[src/ufcr_pkg.sv]
// Constants, register map and carrier types of the UART configuration block.
// Assumes a synchronous host bus and UART datapath on the same clock.
`default_nettype none

package ufcr_pkg;

   // ****************************************
   // Register addresses
   // ****************************************
   localparam logic [2:0] ADDR_DIV_LOW = 3'h0;
   localparam logic [2:0] ADDR_INT_ENABLE = 3'h1;
   localparam logic [2:0] ADDR_DIV_HIGH = 3'h1;
   localparam logic [2:0] ADDR_FIFO_CTRL = 3'h2;
   localparam logic [2:0] ADDR_ENH_FEATURE = 3'h2;
   localparam logic [2:0] ADDR_ALT_FUNC = 3'h2;
   localparam logic [2:0] ADDR_LINE_CTRL = 3'h3;
   localparam logic [2:0] ADDR_MODEM_CTRL = 3'h4;
   localparam logic [2:0] ADDR_DIV_FRACTION = 3'h4;
   localparam logic [2:0] ADDR_FLOW_THRESH = 3'h6;
   localparam logic [2:0] ADDR_TRIG_LEVELS = 3'h7;
   localparam logic [2:0] ADDR_FIFO_READY = 3'h7;
   localparam logic [2:0] ADDR_SPECIAL_CHAR = 3'h7;

   // ****************************************
   // Bank selection through line control
   // ****************************************
   localparam logic [7:0] LCR_ENH_KEY = 8'hBF;
   localparam int LCR_DIV_BIT = 7;
   localparam logic [2:0] LCR_ALT_SEL = 3'h4;

   // ****************************************
   // Field positions
   // ****************************************
   localparam int EFR_WRITE_GATE = 4;
   localparam int EFR_SPECIAL_DET = 5;
   localparam int EFR_AUTO_RTS = 6;
   localparam int EFR_AUTO_CTS = 7;
   localparam int MCR_DTR = 0;
   localparam int MCR_RTS = 1;
   localparam int MCR_READY_EN = 2;
   localparam int MCR_LOOPBACK = 4;
   localparam int MCR_THRESH_ACCESS = 6;
   localparam int IER_SLEEP = 4;
   localparam int IIR_SPECIAL = 4;
   localparam int DLF_BY8 = 7;
   localparam int AFR_HALF_DUPLEX = 2;
   localparam int FRDY_TX = 0;
   localparam int FRDY_RX = 4;
   localparam logic [7:0] IER_GATED_MASK = 8'hF0;
   localparam logic [7:0] FCR_GATED_MASK = 8'h30;
   localparam logic [7:0] MCR_GATED_MASK = 8'hE0;

   // ****************************************
   // Reset values and trigger arithmetic
   // ****************************************
   localparam logic [7:0] REG_RESET = 8'h00;
   localparam logic [7:0] IIR_RESET = 8'h01;
   localparam int TRIG_STEP_LOG2 = 3;
   localparam logic [7:0] FCR_TX_LEVEL0 = 8'h08;
   localparam logic [7:0] FCR_TX_LEVEL1 = 8'h10;
   localparam logic [7:0] FCR_TX_LEVEL2 = 8'h20;
   localparam logic [7:0] FCR_TX_LEVEL3 = 8'h38;
   localparam logic [7:0] FCR_RX_LEVEL0 = 8'h08;
   localparam logic [7:0] FCR_RX_LEVEL1 = 8'h10;
   localparam logic [7:0] FCR_RX_LEVEL2 = 8'h38;
   localparam logic [7:0] FCR_RX_LEVEL3 = 8'h3C;

   // ****************************************
   // Carriers
   // ****************************************
   typedef struct packed {
      logic [7:0] rx_fill;
      logic [7:0] tx_free;
      logic rx_timeout;
   } ufcr_fifo_t;

   typedef struct packed {
      logic [7:0] flow_thresholds;
      logic [7:0] fifo_trigger_levels;
      logic [7:0] fifo_control;
      logic auto_rts;
   } ufcr_flow_cfg_t;

   typedef struct packed {
      logic [7:0] tx_trigger;
      logic [7:0] rx_trigger;
      logic rts_halt;
      logic tx_ready;
      logic rx_ready;
   } ufcr_flow_st_t;

endpackage

`default_nettype wire

[src/ufcr_flow.sv]
// Trigger-level selection, automatic RTS hysteresis and FIFO ready status.
// Assumes fill counts from the UART datapath on the same clock.
`default_nettype none

module ufcr_flow (
   input wire logic clk,
   input wire logic rst_n,
   input wire ufcr_pkg::ufcr_fifo_t fifo,
   input wire ufcr_pkg::ufcr_flow_cfg_t cfg,
   output ufcr_pkg::ufcr_flow_st_t st
);

   // ****************************************
   // Level arithmetic
   // ****************************************
   function automatic logic [7:0] nib_level(input logic [3:0] nib);
      nib_level = {1'b0, nib, 3'h0};
   endfunction

   function automatic logic [7:0] fcr_tx(input logic [1:0] sel);
      case (sel)
         2'h0: fcr_tx = ufcr_pkg::FCR_TX_LEVEL0;
         2'h1: fcr_tx = ufcr_pkg::FCR_TX_LEVEL1;
         2'h2: fcr_tx = ufcr_pkg::FCR_TX_LEVEL2;
         default: fcr_tx = ufcr_pkg::FCR_TX_LEVEL3;
      endcase
   endfunction

   function automatic logic [7:0] fcr_rx(input logic [1:0] sel);
      case (sel)
         2'h0: fcr_rx = ufcr_pkg::FCR_RX_LEVEL0;
         2'h1: fcr_rx = ufcr_pkg::FCR_RX_LEVEL1;
         2'h2: fcr_rx = ufcr_pkg::FCR_RX_LEVEL2;
         default: fcr_rx = ufcr_pkg::FCR_RX_LEVEL3;
      endcase
   endfunction

   logic [7:0] tx_trig;
   logic [7:0] rx_trig;
   logic [7:0] halt_lvl;
   logic [7:0] restore_lvl;
   logic rts_halt;

   // Zero nibble falls back to fifo control selection
   assign tx_trig = (cfg.fifo_trigger_levels[3:0] == 4'h0) ? fcr_tx(cfg.fifo_control[5:4])
                    : nib_level(cfg.fifo_trigger_levels[3:0]);
   assign rx_trig = (cfg.fifo_trigger_levels[7:4] == 4'h0) ? fcr_rx(cfg.fifo_control[7:6])
                    : nib_level(cfg.fifo_trigger_levels[7:4]);
   assign halt_lvl = nib_level(cfg.flow_thresholds[3:0]);
   assign restore_lvl = nib_level(cfg.flow_thresholds[7:4]);

   // ****************************************
   // Automatic RTS hysteresis
   // ****************************************
   always_ff @(posedge clk or negedge rst_n) begin
      if (!rst_n) begin
         rts_halt <= 1'b0;
      end else if (!cfg.auto_rts) begin
         rts_halt <= 1'b0;
      end else if (fifo.rx_fill >= halt_lvl) begin
         rts_halt <= 1'b1;
      end else if (fifo.rx_fill <= restore_lvl) begin
         rts_halt <= 1'b0;
      end
   end

   always_comb begin
      st.tx_trigger = tx_trig;
      st.rx_trigger = rx_trig;
      st.rts_halt = rts_halt;
      st.tx_ready = (fifo.tx_free >= tx_trig);
      st.rx_ready = (fifo.rx_fill > rx_trig) | fifo.rx_timeout;
   end
endmodule

`default_nettype wire

[src/ufcr_top.sv]
// Configuration and status registers of a UART with 128-byte FIFOs.
// Assumes host strobes and UART datapath signals synchronous to CLK_SYS.
`default_nettype none

// What this block does
// - Low four feature bits select software flow
// - Feature bit 4 gates extended control writes
// - Special character match stores and flags
// - Auto RTS halts at threshold, restores lower
// - Auto CTS halts transmit while CTS high
// - Sixteen bit divisor from high, low latches
// - Fraction latch adds value over 64
// - Fraction bit 7 picks oversample 16/8
// - Threshold nibble counts steps of eight
// - Threshold writes need feature4 and modem6
// - Trigger nibbles: transmit low, receive high
// - Zero trigger nibble uses fifo control levels
// - Ready bit 0: enough transmit spaces
// - Ready bit 4: receive above trigger/timeout
// - Ready register at 111 when enabled, no loopback, threshold access closed
// - Alternate function at 010 with select 100
// - Half duplex mode holds DTR during transmit
// - Modem bit 6 with feature bit 4 opens threshold register access
module ufcr_top (
   input wire logic CLK_SYS,
   input wire logic RESETN,
   input wire logic CS_N,
   input wire logic WR_N,
   input wire logic RD_N,
   input wire logic [2:0] ADDR,
   input wire logic [7:0] WDATA,
   output logic [7:0] RDATA,
   input wire logic [7:0] RX_FILL,
   input wire logic [7:0] TX_FREE,
   input wire logic RX_TIMEOUT,
   input wire logic RX_CHAR_VALID,
   input wire logic [7:0] RX_CHAR,
   input wire logic TX_PENDING,
   input wire logic CTS_N,
   output logic RTS_N,
   output logic DTR_N,
   output logic TX_HALT,
   output logic SPECIAL_MATCH,
   output logic [3:0] SW_FLOW_SEL,
   output logic [15:0] DIVISOR,
   output logic [5:0] DIVISOR_FRAC,
   output logic OVERSAMPLE_BY8,
   output logic [7:0] TX_TRIGGER,
   output logic [7:0] RX_TRIGGER,
   output logic TX_READY,
   output logic RX_READY
);

   // ****************************************
   // Storage
   // ****************************************
   logic [7:0] line_control;
   logic [7:0] interrupt_enable;
   logic [7:0] fifo_control;
   logic [7:0] modem_control;
   logic [7:0] enhanced_feature;
   logic [7:0] divisor_low;
   logic [7:0] divisor_high;
   logic [7:0] divisor_fraction;
   logic [7:0] flow_thresholds;
   logic [7:0] fifo_trigger_levels;
   logic [7:0] alternate_function;
   logic [7:0] special_char;
   logic special_flag;
   logic rd_prev;

   // ****************************************
   // Bank decode
   // ****************************************
   logic wr_en;
   logic rd_take;
   logic bank_enh;
   logic bank_div;
   logic bank_alt;
   logic gate_open;
   logic thresh_open;
   logic ready_vis;
   logic sleep_on;

   assign wr_en = !CS_N && !WR_N;
   assign rd_take = !CS_N && !RD_N && !rd_prev;
   assign bank_enh = (line_control == ufcr_pkg::LCR_ENH_KEY);
   assign bank_alt = !bank_enh && (line_control[7:5] == ufcr_pkg::LCR_ALT_SEL);
   assign bank_div = !bank_enh && line_control[ufcr_pkg::LCR_DIV_BIT];
   assign gate_open = enhanced_feature[ufcr_pkg::EFR_WRITE_GATE];
   assign thresh_open = gate_open && modem_control[ufcr_pkg::MCR_THRESH_ACCESS];
   assign ready_vis = modem_control[ufcr_pkg::MCR_READY_EN] && !modem_control[ufcr_pkg::MCR_LOOPBACK];
   assign sleep_on = interrupt_enable[ufcr_pkg::IER_SLEEP];

   // Keeps ungated bits from the bus, gated bits from the old value unless open
   function automatic logic [7:0] gated_merge(input logic [7:0] old_val, input logic [7:0] new_val,
                                              input logic [7:0] mask, input logic open);
      gated_merge = open ? new_val : ((old_val & mask) | (new_val & ~mask));
   endfunction

   logic wr_lcr;
   logic wr_ier;
   logic wr_fcr;
   logic wr_mcr;
   logic wr_efr;
   logic wr_xoff2;
   logic wr_dll;
   logic wr_dlh;
   logic wr_dlf;
   logic wr_afr;
   logic wr_tcr;
   logic wr_tlr;

   always_comb begin
      wr_lcr = wr_en && ADDR == ufcr_pkg::ADDR_LINE_CTRL;
      wr_efr = wr_en && bank_enh && ADDR == ufcr_pkg::ADDR_ENH_FEATURE;
      wr_xoff2 = wr_en && bank_enh && ADDR == ufcr_pkg::ADDR_SPECIAL_CHAR;
      wr_dll = wr_en && bank_div && !sleep_on && ADDR == ufcr_pkg::ADDR_DIV_LOW;
      wr_dlh = wr_en && bank_div && !sleep_on && ADDR == ufcr_pkg::ADDR_DIV_HIGH;
      wr_dlf = wr_en && bank_div && !sleep_on && ADDR == ufcr_pkg::ADDR_DIV_FRACTION;
      wr_afr = wr_en && bank_alt && ADDR == ufcr_pkg::ADDR_ALT_FUNC;
      wr_ier = wr_en && !bank_enh && !bank_div && ADDR == ufcr_pkg::ADDR_INT_ENABLE;
      wr_fcr = wr_en && !bank_enh && !bank_div && ADDR == ufcr_pkg::ADDR_FIFO_CTRL;
      wr_mcr = wr_en && !bank_enh && !bank_div && ADDR == ufcr_pkg::ADDR_MODEM_CTRL;
      wr_tcr = wr_en && !bank_enh && !bank_div && thresh_open && ADDR == ufcr_pkg::ADDR_FLOW_THRESH;
      wr_tlr = wr_en && !bank_enh && !bank_div && thresh_open && ADDR == ufcr_pkg::ADDR_TRIG_LEVELS;
   end

   // ****************************************
   // Register writes
   // ****************************************
   always_ff @(posedge CLK_SYS or negedge RESETN) begin
      if (!RESETN) begin
         line_control <= ufcr_pkg::REG_RESET;
         enhanced_feature <= ufcr_pkg::REG_RESET;
         special_char <= ufcr_pkg::REG_RESET;
         alternate_function <= ufcr_pkg::REG_RESET;
      end else begin
         if (wr_lcr) begin
            line_control <= WDATA;
         end
         if (wr_efr) begin
            enhanced_feature <= WDATA;
         end
         if (wr_xoff2) begin
            special_char <= WDATA;
         end
         if (wr_afr) begin
            alternate_function <= WDATA;
         end
      end
   end

   always_ff @(posedge CLK_SYS or negedge RESETN) begin
      if (!RESETN) begin
         interrupt_enable <= ufcr_pkg::REG_RESET;
         fifo_control <= ufcr_pkg::REG_RESET;
         modem_control <= ufcr_pkg::REG_RESET;
      end else begin
         if (wr_ier) begin
            interrupt_enable <= gated_merge(interrupt_enable, WDATA, ufcr_pkg::IER_GATED_MASK, gate_open);
         end
         if (wr_fcr) begin
            fifo_control <= gated_merge(fifo_control, WDATA, ufcr_pkg::FCR_GATED_MASK, gate_open);
         end
         if (wr_mcr) begin
            modem_control <= gated_merge(modem_control, WDATA, ufcr_pkg::MCR_GATED_MASK, gate_open);
         end
      end
   end

   always_ff @(posedge CLK_SYS or negedge RESETN) begin
      if (!RESETN) begin
         divisor_low <= ufcr_pkg::REG_RESET;
         divisor_high <= ufcr_pkg::REG_RESET;
         divisor_fraction <= ufcr_pkg::REG_RESET;
      end else begin
         if (wr_dll) begin
            divisor_low <= WDATA;
         end
         if (wr_dlh) begin
            divisor_high <= WDATA;
         end
         if (wr_dlf) begin
            divisor_fraction <= WDATA;
         end
      end
   end

   always_ff @(posedge CLK_SYS or negedge RESETN) begin
      if (!RESETN) begin
         flow_thresholds <= ufcr_pkg::REG_RESET;
         fifo_trigger_levels <= ufcr_pkg::REG_RESET;
      end else begin
         if (wr_tcr) begin
            flow_thresholds <= WDATA;
         end
         if (wr_tlr) begin
            fifo_trigger_levels <= WDATA;
         end
      end
   end

   // ****************************************
   // Special character detect
   // ****************************************
   logic char_hit;

   assign char_hit = enhanced_feature[ufcr_pkg::EFR_SPECIAL_DET] && RX_CHAR_VALID && RX_CHAR == special_char;

   // Set wins over the read-clear of the identification register
   always_ff @(posedge CLK_SYS or negedge RESETN) begin
      if (!RESETN) begin
         special_flag <= 1'b0;
      end else if (char_hit) begin
         special_flag <= 1'b1;
      end else if (rd_take && !bank_enh && !bank_div && ADDR == ufcr_pkg::ADDR_FIFO_CTRL) begin
         special_flag <= 1'b0;
      end
   end

   always_ff @(posedge CLK_SYS or negedge RESETN) begin
      if (!RESETN) begin
         SPECIAL_MATCH <= 1'b0;
      end else begin
         SPECIAL_MATCH <= char_hit;
      end
   end

   // ****************************************
   // Flow control and trigger status
   // ****************************************
   ufcr_pkg::ufcr_fifo_t fifo_st;
   ufcr_pkg::ufcr_flow_cfg_t flow_cfg;
   ufcr_pkg::ufcr_flow_st_t flow_st;

   always_comb begin
      fifo_st.rx_fill = RX_FILL;
      fifo_st.tx_free = TX_FREE;
      fifo_st.rx_timeout = RX_TIMEOUT;
      flow_cfg.flow_thresholds = flow_thresholds;
      flow_cfg.fifo_trigger_levels = fifo_trigger_levels;
      flow_cfg.fifo_control = fifo_control;
      flow_cfg.auto_rts = enhanced_feature[ufcr_pkg::EFR_AUTO_RTS];
   end

   ufcr_flow u_flow (
      .clk(CLK_SYS),
      .rst_n(RESETN),
      .fifo(fifo_st),
      .cfg(flow_cfg),
      .st(flow_st)
   );

   logic [7:0] ready_byte;

   always_comb begin
      ready_byte = 8'h00;
      ready_byte[ufcr_pkg::FRDY_TX] = flow_st.tx_ready;
      ready_byte[ufcr_pkg::FRDY_RX] = flow_st.rx_ready;
   end

   // ****************************************
   // Pin and configuration outputs
   // ****************************************
   always_ff @(posedge CLK_SYS or negedge RESETN) begin
      if (!RESETN) begin
         RTS_N <= 1'b1;
         DTR_N <= 1'b1;
         TX_HALT <= 1'b0;
      end else begin
         RTS_N <= enhanced_feature[ufcr_pkg::EFR_AUTO_RTS] ? flow_st.rts_halt
                  : !modem_control[ufcr_pkg::MCR_RTS];
         DTR_N <= alternate_function[ufcr_pkg::AFR_HALF_DUPLEX] ? TX_PENDING
                  : !modem_control[ufcr_pkg::MCR_DTR];
         TX_HALT <= enhanced_feature[ufcr_pkg::EFR_AUTO_CTS] && CTS_N;
      end
   end

   always_ff @(posedge CLK_SYS or negedge RESETN) begin
      if (!RESETN) begin
         SW_FLOW_SEL <= 4'h0;
         DIVISOR <= 16'h0000;
         DIVISOR_FRAC <= 6'h00;
         OVERSAMPLE_BY8 <= 1'b0;
         TX_TRIGGER <= 8'h00;
         RX_TRIGGER <= 8'h00;
         TX_READY <= 1'b0;
         RX_READY <= 1'b0;
      end else begin
         SW_FLOW_SEL <= enhanced_feature[3:0];
         DIVISOR <= {divisor_high, divisor_low};
         DIVISOR_FRAC <= divisor_fraction[5:0];
         OVERSAMPLE_BY8 <= divisor_fraction[ufcr_pkg::DLF_BY8];
         TX_TRIGGER <= flow_st.tx_trigger;
         RX_TRIGGER <= flow_st.rx_trigger;
         TX_READY <= flow_st.tx_ready;
         RX_READY <= flow_st.rx_ready;
      end
   end

   // ****************************************
   // Register reads
   // ****************************************
   logic [7:0] next_rdata;

   always_comb begin
      next_rdata = 8'h00;
      if (ADDR == ufcr_pkg::ADDR_LINE_CTRL) begin
         next_rdata = line_control;
      end else if (bank_enh) begin
         case (ADDR)
            ufcr_pkg::ADDR_ENH_FEATURE: next_rdata = enhanced_feature;
            ufcr_pkg::ADDR_SPECIAL_CHAR: next_rdata = special_char;
            default: next_rdata = 8'h00;
         endcase
      end else if (bank_div) begin
         case (ADDR)
            ufcr_pkg::ADDR_DIV_LOW: next_rdata = divisor_low;
            ufcr_pkg::ADDR_DIV_HIGH: next_rdata = divisor_high;
            ufcr_pkg::ADDR_DIV_FRACTION: next_rdata = divisor_fraction;
            ufcr_pkg::ADDR_ALT_FUNC: next_rdata = bank_alt ? alternate_function : 8'h00;
            default: next_rdata = 8'h00;
         endcase
      end else begin
         case (ADDR)
            ufcr_pkg::ADDR_INT_ENABLE: next_rdata = interrupt_enable;
            ufcr_pkg::ADDR_FIFO_CTRL: next_rdata = {{2{fifo_control[0]}}, 1'b0, special_flag, 4'h1};
            ufcr_pkg::ADDR_MODEM_CTRL: next_rdata = modem_control;
            ufcr_pkg::ADDR_FLOW_THRESH: next_rdata = thresh_open ? flow_thresholds : 8'h00;
            ufcr_pkg::ADDR_TRIG_LEVELS: next_rdata = thresh_open ? fifo_trigger_levels
                                                     : (ready_vis ? ready_byte : 8'h00);
            default: next_rdata = 8'h00;
         endcase
      end
   end

   always_ff @(posedge CLK_SYS or negedge RESETN) begin
      if (!RESETN) begin
         RDATA <= 8'h00;
         rd_prev <= 1'b0;
      end else begin
         rd_prev <= !CS_N && !RD_N;
         if (!CS_N && !RD_N) begin
            RDATA <= next_rdata;
         end
      end
   end
endmodule

`default_nettype wire
[config.mk]
export PLATFORM = sky130hd
export DESIGN_NAME = ufcr_top
export DESIGN_NICKNAME = d
export VERILOG_FILES = /design/src/ufcr_pkg.sv /design/src/ufcr_flow.sv /design/src/ufcr_top.sv
export SDC_FILE = /design/constraint.sdc
export NUM_CORES = 1
export LEC_CHECK = 0
export BUFFER_PORTS_ARGS = -buffer_cell sky130_fd_sc_hd__buf_4
export CAP_MARGIN = 0
export CORE_UTILIZATION = 48
export CTS_CLUSTER_DIAMETER = 120
export DETAILED_ROUTE_END_ITERATION = 10
export GPL_TIMING_DRIVEN = 0
export PLACE_DENSITY = 0.78
export SLEW_MARGIN = 20
export SYNTH_ARGS = -nofsm -noshare
export SYNTH_HDL_FRONTEND = slang
export SYNTH_SLANG_ARGS = --single-unit
export TNS_END_PERCENT = 1
[constraint.sdc]
create_clock -name CLK_SYS -period 2.45 [get_ports CLK_SYS]
set_clock_uncertainty 0.2 [all_clocks]
set_input_delay 0.3675 -clock CLK_SYS [delete_from_list [all_inputs] [get_ports CLK_SYS]]
set_output_delay 0.3675 -clock CLK_SYS [all_outputs]
set_load 0.02 [all_outputs]
==> flow_summary.yaml, run 1 <==
status:
  status: "complete, no violations"
timing:
  finalCriticalPeriod_ns: 2.437
  setup_viol: 0
  clock.fmax_mhz: 410.4
  finalHoldViolations: 0
  slew_violations: 0
  period_share_pct: 99.46
  relSlewSlack_pct: 47.50
  tns_ns: 0
  worst_pin_slew_ns: 0.7841
  rsz0062_at_grt: "true"
synth:
  syn_area_um2: 6795
  ys_types: 65
  syn_area_per_cell_um2: 12.05
  synth-async-reset-ratio_pct: 100.0
  ys_seq_area_share_pct: 53.80
  yosysWarnings: 0
  synth_edf_count: 0
  synthFlopType: "dfrtp_1"
  synthCells: 564
  synth-seq-cells: 146
worst_setup_path:
  arrival_ns: 2.58
  worstPathCellList: "nand4b_1 -> or2_1 -> buf_2 -> a2111oi_2 -> o311ai_2 -> o211ai_1"
  crit_family: "compound AO/OA/AOI/OAI gates"
  required_ns: 2.60
  critical_path_class: "reg -> reg"
  cp-end-kind: "flip-flop"
  cp_slowest_cell: "a2111oi_2"
  worst-path-max-fanout: 10
  slowest_delay_ns: 0.49
  startpoint_type: "flip-flop"
  worst-path-buf-inv: 1
clocking:
  cts_setup_buffers: 0
  cts.htree.levels: 4
  cts_root_buf: "clkbuf_16"
  cts_sinks: 146
  clockBufferDepth: 2
  cts_buffers: 17
  clk_latency_ns: 0.43
  cts_tree: "yes"
  clkSlewWorstSetupHoldPaths_ns: 0.06
place:
  port_buffers: 93
  dp_cells: 844
  dpl.hpwl_mm: 12.91
  gp_congestion: 0.9204
layout:
  num-fill-cells: 1104
  diodes: 0
  final_common_cell: "dfrtp_1"
  stdcell_count: 888
  final_nets: 759
  mostFrequentLayoutCells: "dfrtp_1 (143), buf_4 (101), mux2_2 (88)"
  area_growth_pct: 25.89
  drive_gt1_share_pct: 36.02
floorplan:
  core.rowCount: 43
  die_h_um: 121.0
  io_pins: 101
  start_util_pct: 49.14
  coreArea_um2: 13830
  die-area_um2: 14640
  die_x_um: 121.0
min_path:
  hold_path_class: "in -> reg"
route:
  wl_met2_mm: 8.862
  route.vias.total: 5117
  drt-total-wl_mm: 17.88
  wl_met1_mm: 7.594
  top_layer: "met4"
  final_antenna_net_count: 0
  drt_iter0_drc: 357
  remaining_drc_errors: 0
  wl_per_cell_um: 20.13
  detail_route.first_pass.iterations: 8
  wl_met3_um: 978
  vias_per_cell: 5.762
global_routing:
  grt_max_degree: 81
  overflow: 0
  antenna_found_initial: 0
  groute.usage.overall_pct: 25.79
  grt_first_pass_wirelength_mm: 27.80
  grt_pass1_vias: 5143
power_and_ir_drop:
  power_density_nw_per_um2: 757.5
  p_leak_uw: 0.004124
  peakVddDrop_mv: 0.4496
flow_run:
  drv_cap: 0
## final timing paths
| kind | start | to | slack (ns) | depth (start not counted) |
|---|---|---|---|---|
| max in group asynchronous | RESETN | RTS_N$_DFF_PN1_ | 0.97 | 3 |
| worst min register to register | divisor_fraction[4]$_DFFE_PN0P_ | DIVISOR_FRAC[4]$_DFF_PN0_ | 0.19 | 0 |
| worst max register to register | line_control[6]$_DFFE_PN0P_ | RDATA[0]$_DFFE_PN0P_ | 0.01 | 6 |
| worst max-delay path | line_control[6]$_DFFE_PN0P_ | RDATA[0]$_DFFE_PN0P_ | 0.01 | 6 |
| worst min-delay path | WDATA[6] | fifo_trigger_levels[6]$_DFFE_PN0P_ | 0.01 | 2 |
| min in group asynchronous | RESETN | DIVISOR[5]$_DFF_PN0_ | 0.28 | 2 |
## report_power, final
group,switching [µW],internal [µW]
combinational,512,451
sequential,177,2700
clock,989,1650
total,1680,4800
## cell families after synthesis
family | Yosys count | synth area share, %
other cells | 1 | 0.05519
xor+xnor | 8 | 1.031
flops | 146 | 53.80
mux | 96 | 15.76
fa+ha+maj | 21 | 3.830
simple gates | 112 | 9.133
compound gates | 113 | 12.02
buf+inv | 67 | 4.364
## through the flow
stage	power (µW)	hold slack, ns	utilization, %	worst slack, ns	area (µm²)
finish	6480	0.01381	61.87	0.01332	8554
global route	6704	0.006254	61.87	-0.1484	8554
CTS	6502	0.00009237	61.65	0.01786	8524
detailed placement	3856	0.1474	56.24	-0.2866	7776
global placement	3807	0.1732	55.99	-0.2384	7741
floorplan	3403	-0.1281	-	0.2781	6818
## metal layers
layer	GRT usage, %	vias to the layer above
met5	0	-
met4	10.42	0
met3	6.203	44
met2	42.61	185
met1	32.48	2589
li1	-	2299
## cell type report
class | instances | area [µm²] | area share (%)
flip-flops and latches | 146 | 3657 | 42.75
inverters | 29 | 108.9 | 1.272
clock buffers | 23 | 467.9 | 5.470
multi-input cells | 357 | 2923 | 34.17
well taps | 180 | 225.2 | 2.633
clock inverters | 9 | 131.4 | 1.536
repair buffers | 106 | 853.3 | 9.975
plain buffers | 38 | 187.7 | 2.194
## synth_stat cells, types with 3 or more instances
master | instances | area share, %
o21ai_0 | 29 | 2.1
a31oi_1 | 6 | 0.55
o2bb2ai_1 | 6 | 0.77
and3_1 | 4 | 0.37
dfrtp_1 | 144 | 53
inv_1 | 28 | 1.5
nor3_1 | 7 | 0.52
buf_2 | 9 | 0.66
nand2b_1 | 4 | 0.37
a21o_1 | 3 | 0.33
mux2_2 | 88 | 15
nand2_1 | 30 | 1.7
nand3_1 | 8 | 0.59
nor2b_1 | 6 | 0.55
buf_4 | 9 | 0.99
nand4_1 | 4 | 0.37
xnor2_1 | 8 | 1.0
a21oi_1 | 8 | 0.59
mux2i_1 | 8 | 1.2
a22o_1 | 5 | 0.64
nand3b_1 | 5 | 0.55
o31ai_1 | 3 | 0.33
nor2_1 | 23 | 1.3
a22oi_1 | 19 | 2.1
a2111oi_0 | 3 | 0.39
a221oi_1 | 7 | 0.90
ha_1 | 20 | 3.7
clkbuf_1 | 18 | 0.99
## flip-flops by register name (all words and copies together) (netlist names), 4 cells and up
register	count
modem_control	8
SW_FLOW_SEL	4
RDATA	8
flow_thresholds	8
DIVISOR	16
line_control	8
RX_TRIGGER	5
enhanced_feature	8
divisor_fraction	8
fifo_trigger_levels	8
TX_TRIGGER	4
divisor_high	8
fifo_control	5
special_char	8
interrupt_enable	8
DIVISOR_FRAC	6
alternate_function	8
divisor_low	8
## what timing repair did
action | CTS | global route
resized for setup | 7 | 8
pin swaps | 0 | 1
setup endpoints to repair | 9 | 40
endpoints found under the hold margin | 78 | 0
hold buffers | 12 | 0
Note: power is estimated with default switching activity, not from simulation.
==> run 2, diff against run 1 <==
Settings changed: CAP_MARGIN 0 to default, GPL_ROUTABILITY_DRIVEN from default to 0, REMOVE_ABC_BUFFERS from default to 1.
==> run 2 against run 1 <==
Against the previous run: wire length decreased by 6.1%; core utilization shrank 1.4 points; via count decreased by 3.9%; hold slack gained 0.029 ns; largest cell class unchanged; largest power group unchanged; highest routed layer unchanged.
==> flow_summary.yaml, run 2 (same netlist as run 1, synthesis figures left out) <==
clocking:
  cts.htree.levels: 4
  cts_buffers: 17
  clockBufferDepth: 2
  cts_sinks: 146
  clkSlewWorstSetupHoldPaths_ns: 0.06
  clk_latency_ns: 0.42
  cts_tree: "yes"
  cts_root_buf: "clkbuf_16"
global_routing:
  grt_max_degree: 90
  groute.usage.overall_pct: 24.21
  overflow: 0
  grt_pass1_vias: 4991
  antenna_found_initial: 0
  grt_first_pass_wirelength_mm: 26.30
status:
  status: "complete, no violations"
timing:
  rsz0062_at_grt: "true"
  worst_pin_slew_ns: 0.8603
  hold_ws_ns: 0.04284
  relSlewSlack_pct: 42.33
  setup_viol: 0
  finalHoldViolations: 0
  clock.fmax_mhz: 410.8
  period_share_pct: 99.37
  slew_violations: 0
  finalCriticalPeriod_ns: 2.435
layout:
  drive_gt1_share_pct: 37.20
  postLayoutCoreUtil_pct: 60.50
  regMostFlops: "DIVISOR"
  mostFrequentLayoutCells: "dfrtp_1 (143), buf_4 (93), mux2_2 (88), inv_1 (28), nand2_1 (28)"
  largest_reg_flops: 16
  num-fill-cells: 1058
  diodes: 0
  area_growth_pct: 23.11
  final_nets: 715
  final_common_cell: "dfrtp_1"
  stdcell_count: 844
route:
  final_antenna_net_count: 0
  route.vias.total: 4919
  drt-total-wl_mm: 16.78
  vias_per_cell: 5.828
  wl_per_cell_um: 19.88
  drt_iter0_drc: 502
  remaining_drc_errors: 0
  detail_route.first_pass.iterations: 5
place:
  port_buffers: 93
  dpl.hpwl_mm: 11.42
  dp_cells: 806
min_path:
  hold_path_class: "in -> reg"
power_and_ir_drop:
  total_power_uw: 6495
  power_density_nw_per_um2: 776.4
  p_leak_uw: 0.004011
  peakVddDrop_mv: 0.5124
floorplan:
  io_pins: 101
  die_x_um: 121.0
  die_h_um: 121.0
  die-area_um2: 14640
  coreArea_um2: 13830
  start_util_pct: 49.14
  core.rowCount: 43
worst_setup_path:
  crit_family: "compound AO/OA/AOI/OAI gates"
  path_common_cell: "inv_1"
  cp_slowest_cell: "dfrtp_1"
  worst-path-max-fanout: 4
  required_ns: 2.53
  critical_path_class: "reg -> reg"
  r2r_slack_ns: 0.02
  slowest_delay_ns: 0.41
  worst-path-buf-inv: 2
  arrival_ns: 2.52
  worstPathCellList: "inv_1 -> ha_2 -> o21ai_2 -> o21bai_1 -> inv_1 -> ha_4 -> nor4b_4 -> nand3_1 -> a31oi_2 -> o311ai_2 -> o211ai_1"
  cp-end-kind: "flip-flop"
  startpoint_type: "flip-flop"
flow_run:
  drv_cap: 0
## run 2: what timing repair did
| item | 4_1_cts | 5_1_grt |
|---|---|---|
| resized for setup | 9 | 14 |
| buffers inserted | 0 | 1 |
| pin swaps | 0 | 7 |
| setup endpoints to repair | 26 | 11 |
| hold endpoints to repair | 60 | 0 |
| hold buffers | 5 | 0 |
| cloned | 0 | 0 |
## run 2: path summary, 6_finish.rpt
check / from / end / cells past startpoint
worst min register to register: divisor_fraction[5]$_DFFE_PN0P_ / DIVISOR_FRAC[5]$_DFF_PN0_ / 0
min in group asynchronous: RESETN / DIVISOR[4]$_DFF_PN0_ / 2
worst max register to register: fifo_control[4]$_DFFE_PN0P_ / RDATA[0]$_DFFE_PN0P_ / 11
worst max-delay path: fifo_control[4]$_DFFE_PN0P_ / RDATA[0]$_DFFE_PN0P_ / 11
worst min-delay path: RX_CHAR_VALID / SPECIAL_MATCH$_DFF_PN0_ / 3
max in group asynchronous: RESETN / DTR_N$_DFF_PN1_ / 3
## run 2: layout make-up
cell class / instances / area, µm² / share of cell area [%]
flip-flops and latches: 146 / 3657 / 43.72
multi-input cells: 357 / 2967 / 35.46
repair buffers: 100 / 790.8 / 9.453
clock buffers: 23 / 488.0 / 5.833
well taps: 180 / 225.2 / 2.692
clock inverters: 9 / 128.9 / 1.541
inverters: 29 / 108.9 / 1.301
## run 2: power by group
part / total (µW) / switching (µW) / internal [µW]
Combinational: 915 / 486 / 429
Sequential: 2890 / 191 / 2700
Clock: 2690 / 986 / 1710
Total: 6490 / 1660 / 4830
## run 2: through the flow
stage	setup TNS, ns	instance area, µm²	setup WS, ns
final	0	8366	0.01550
after floorplan	0	6630	0.1700
after global placement	-15.25	7553	-0.6497
after global routing	-0.07727	8366	-0.07727
after detailed placement	-7.089	7604	-0.6568
after CTS	0	8299	0.03753
## run 2: tightest hold or removal path, cell delays in order
cell and delay (ns):
buf_4 0.11, nand3_1 0.07, nor3_1 0.07
## run 2: per-layer routing
metal / share of wire, % / wire (µm) / vias to the layer above / track usage, %
met2: 50 / 8472 / 189 / 40.54
met1: 41 / 6896 / 2481 / 29.87
met3: 5.7 / 960 / 40 / 5.451
met4: 2.7 / 450 / 0 / 10.80
met5: 0 / 0 / - / 0
li1: - / - / 2209 / -
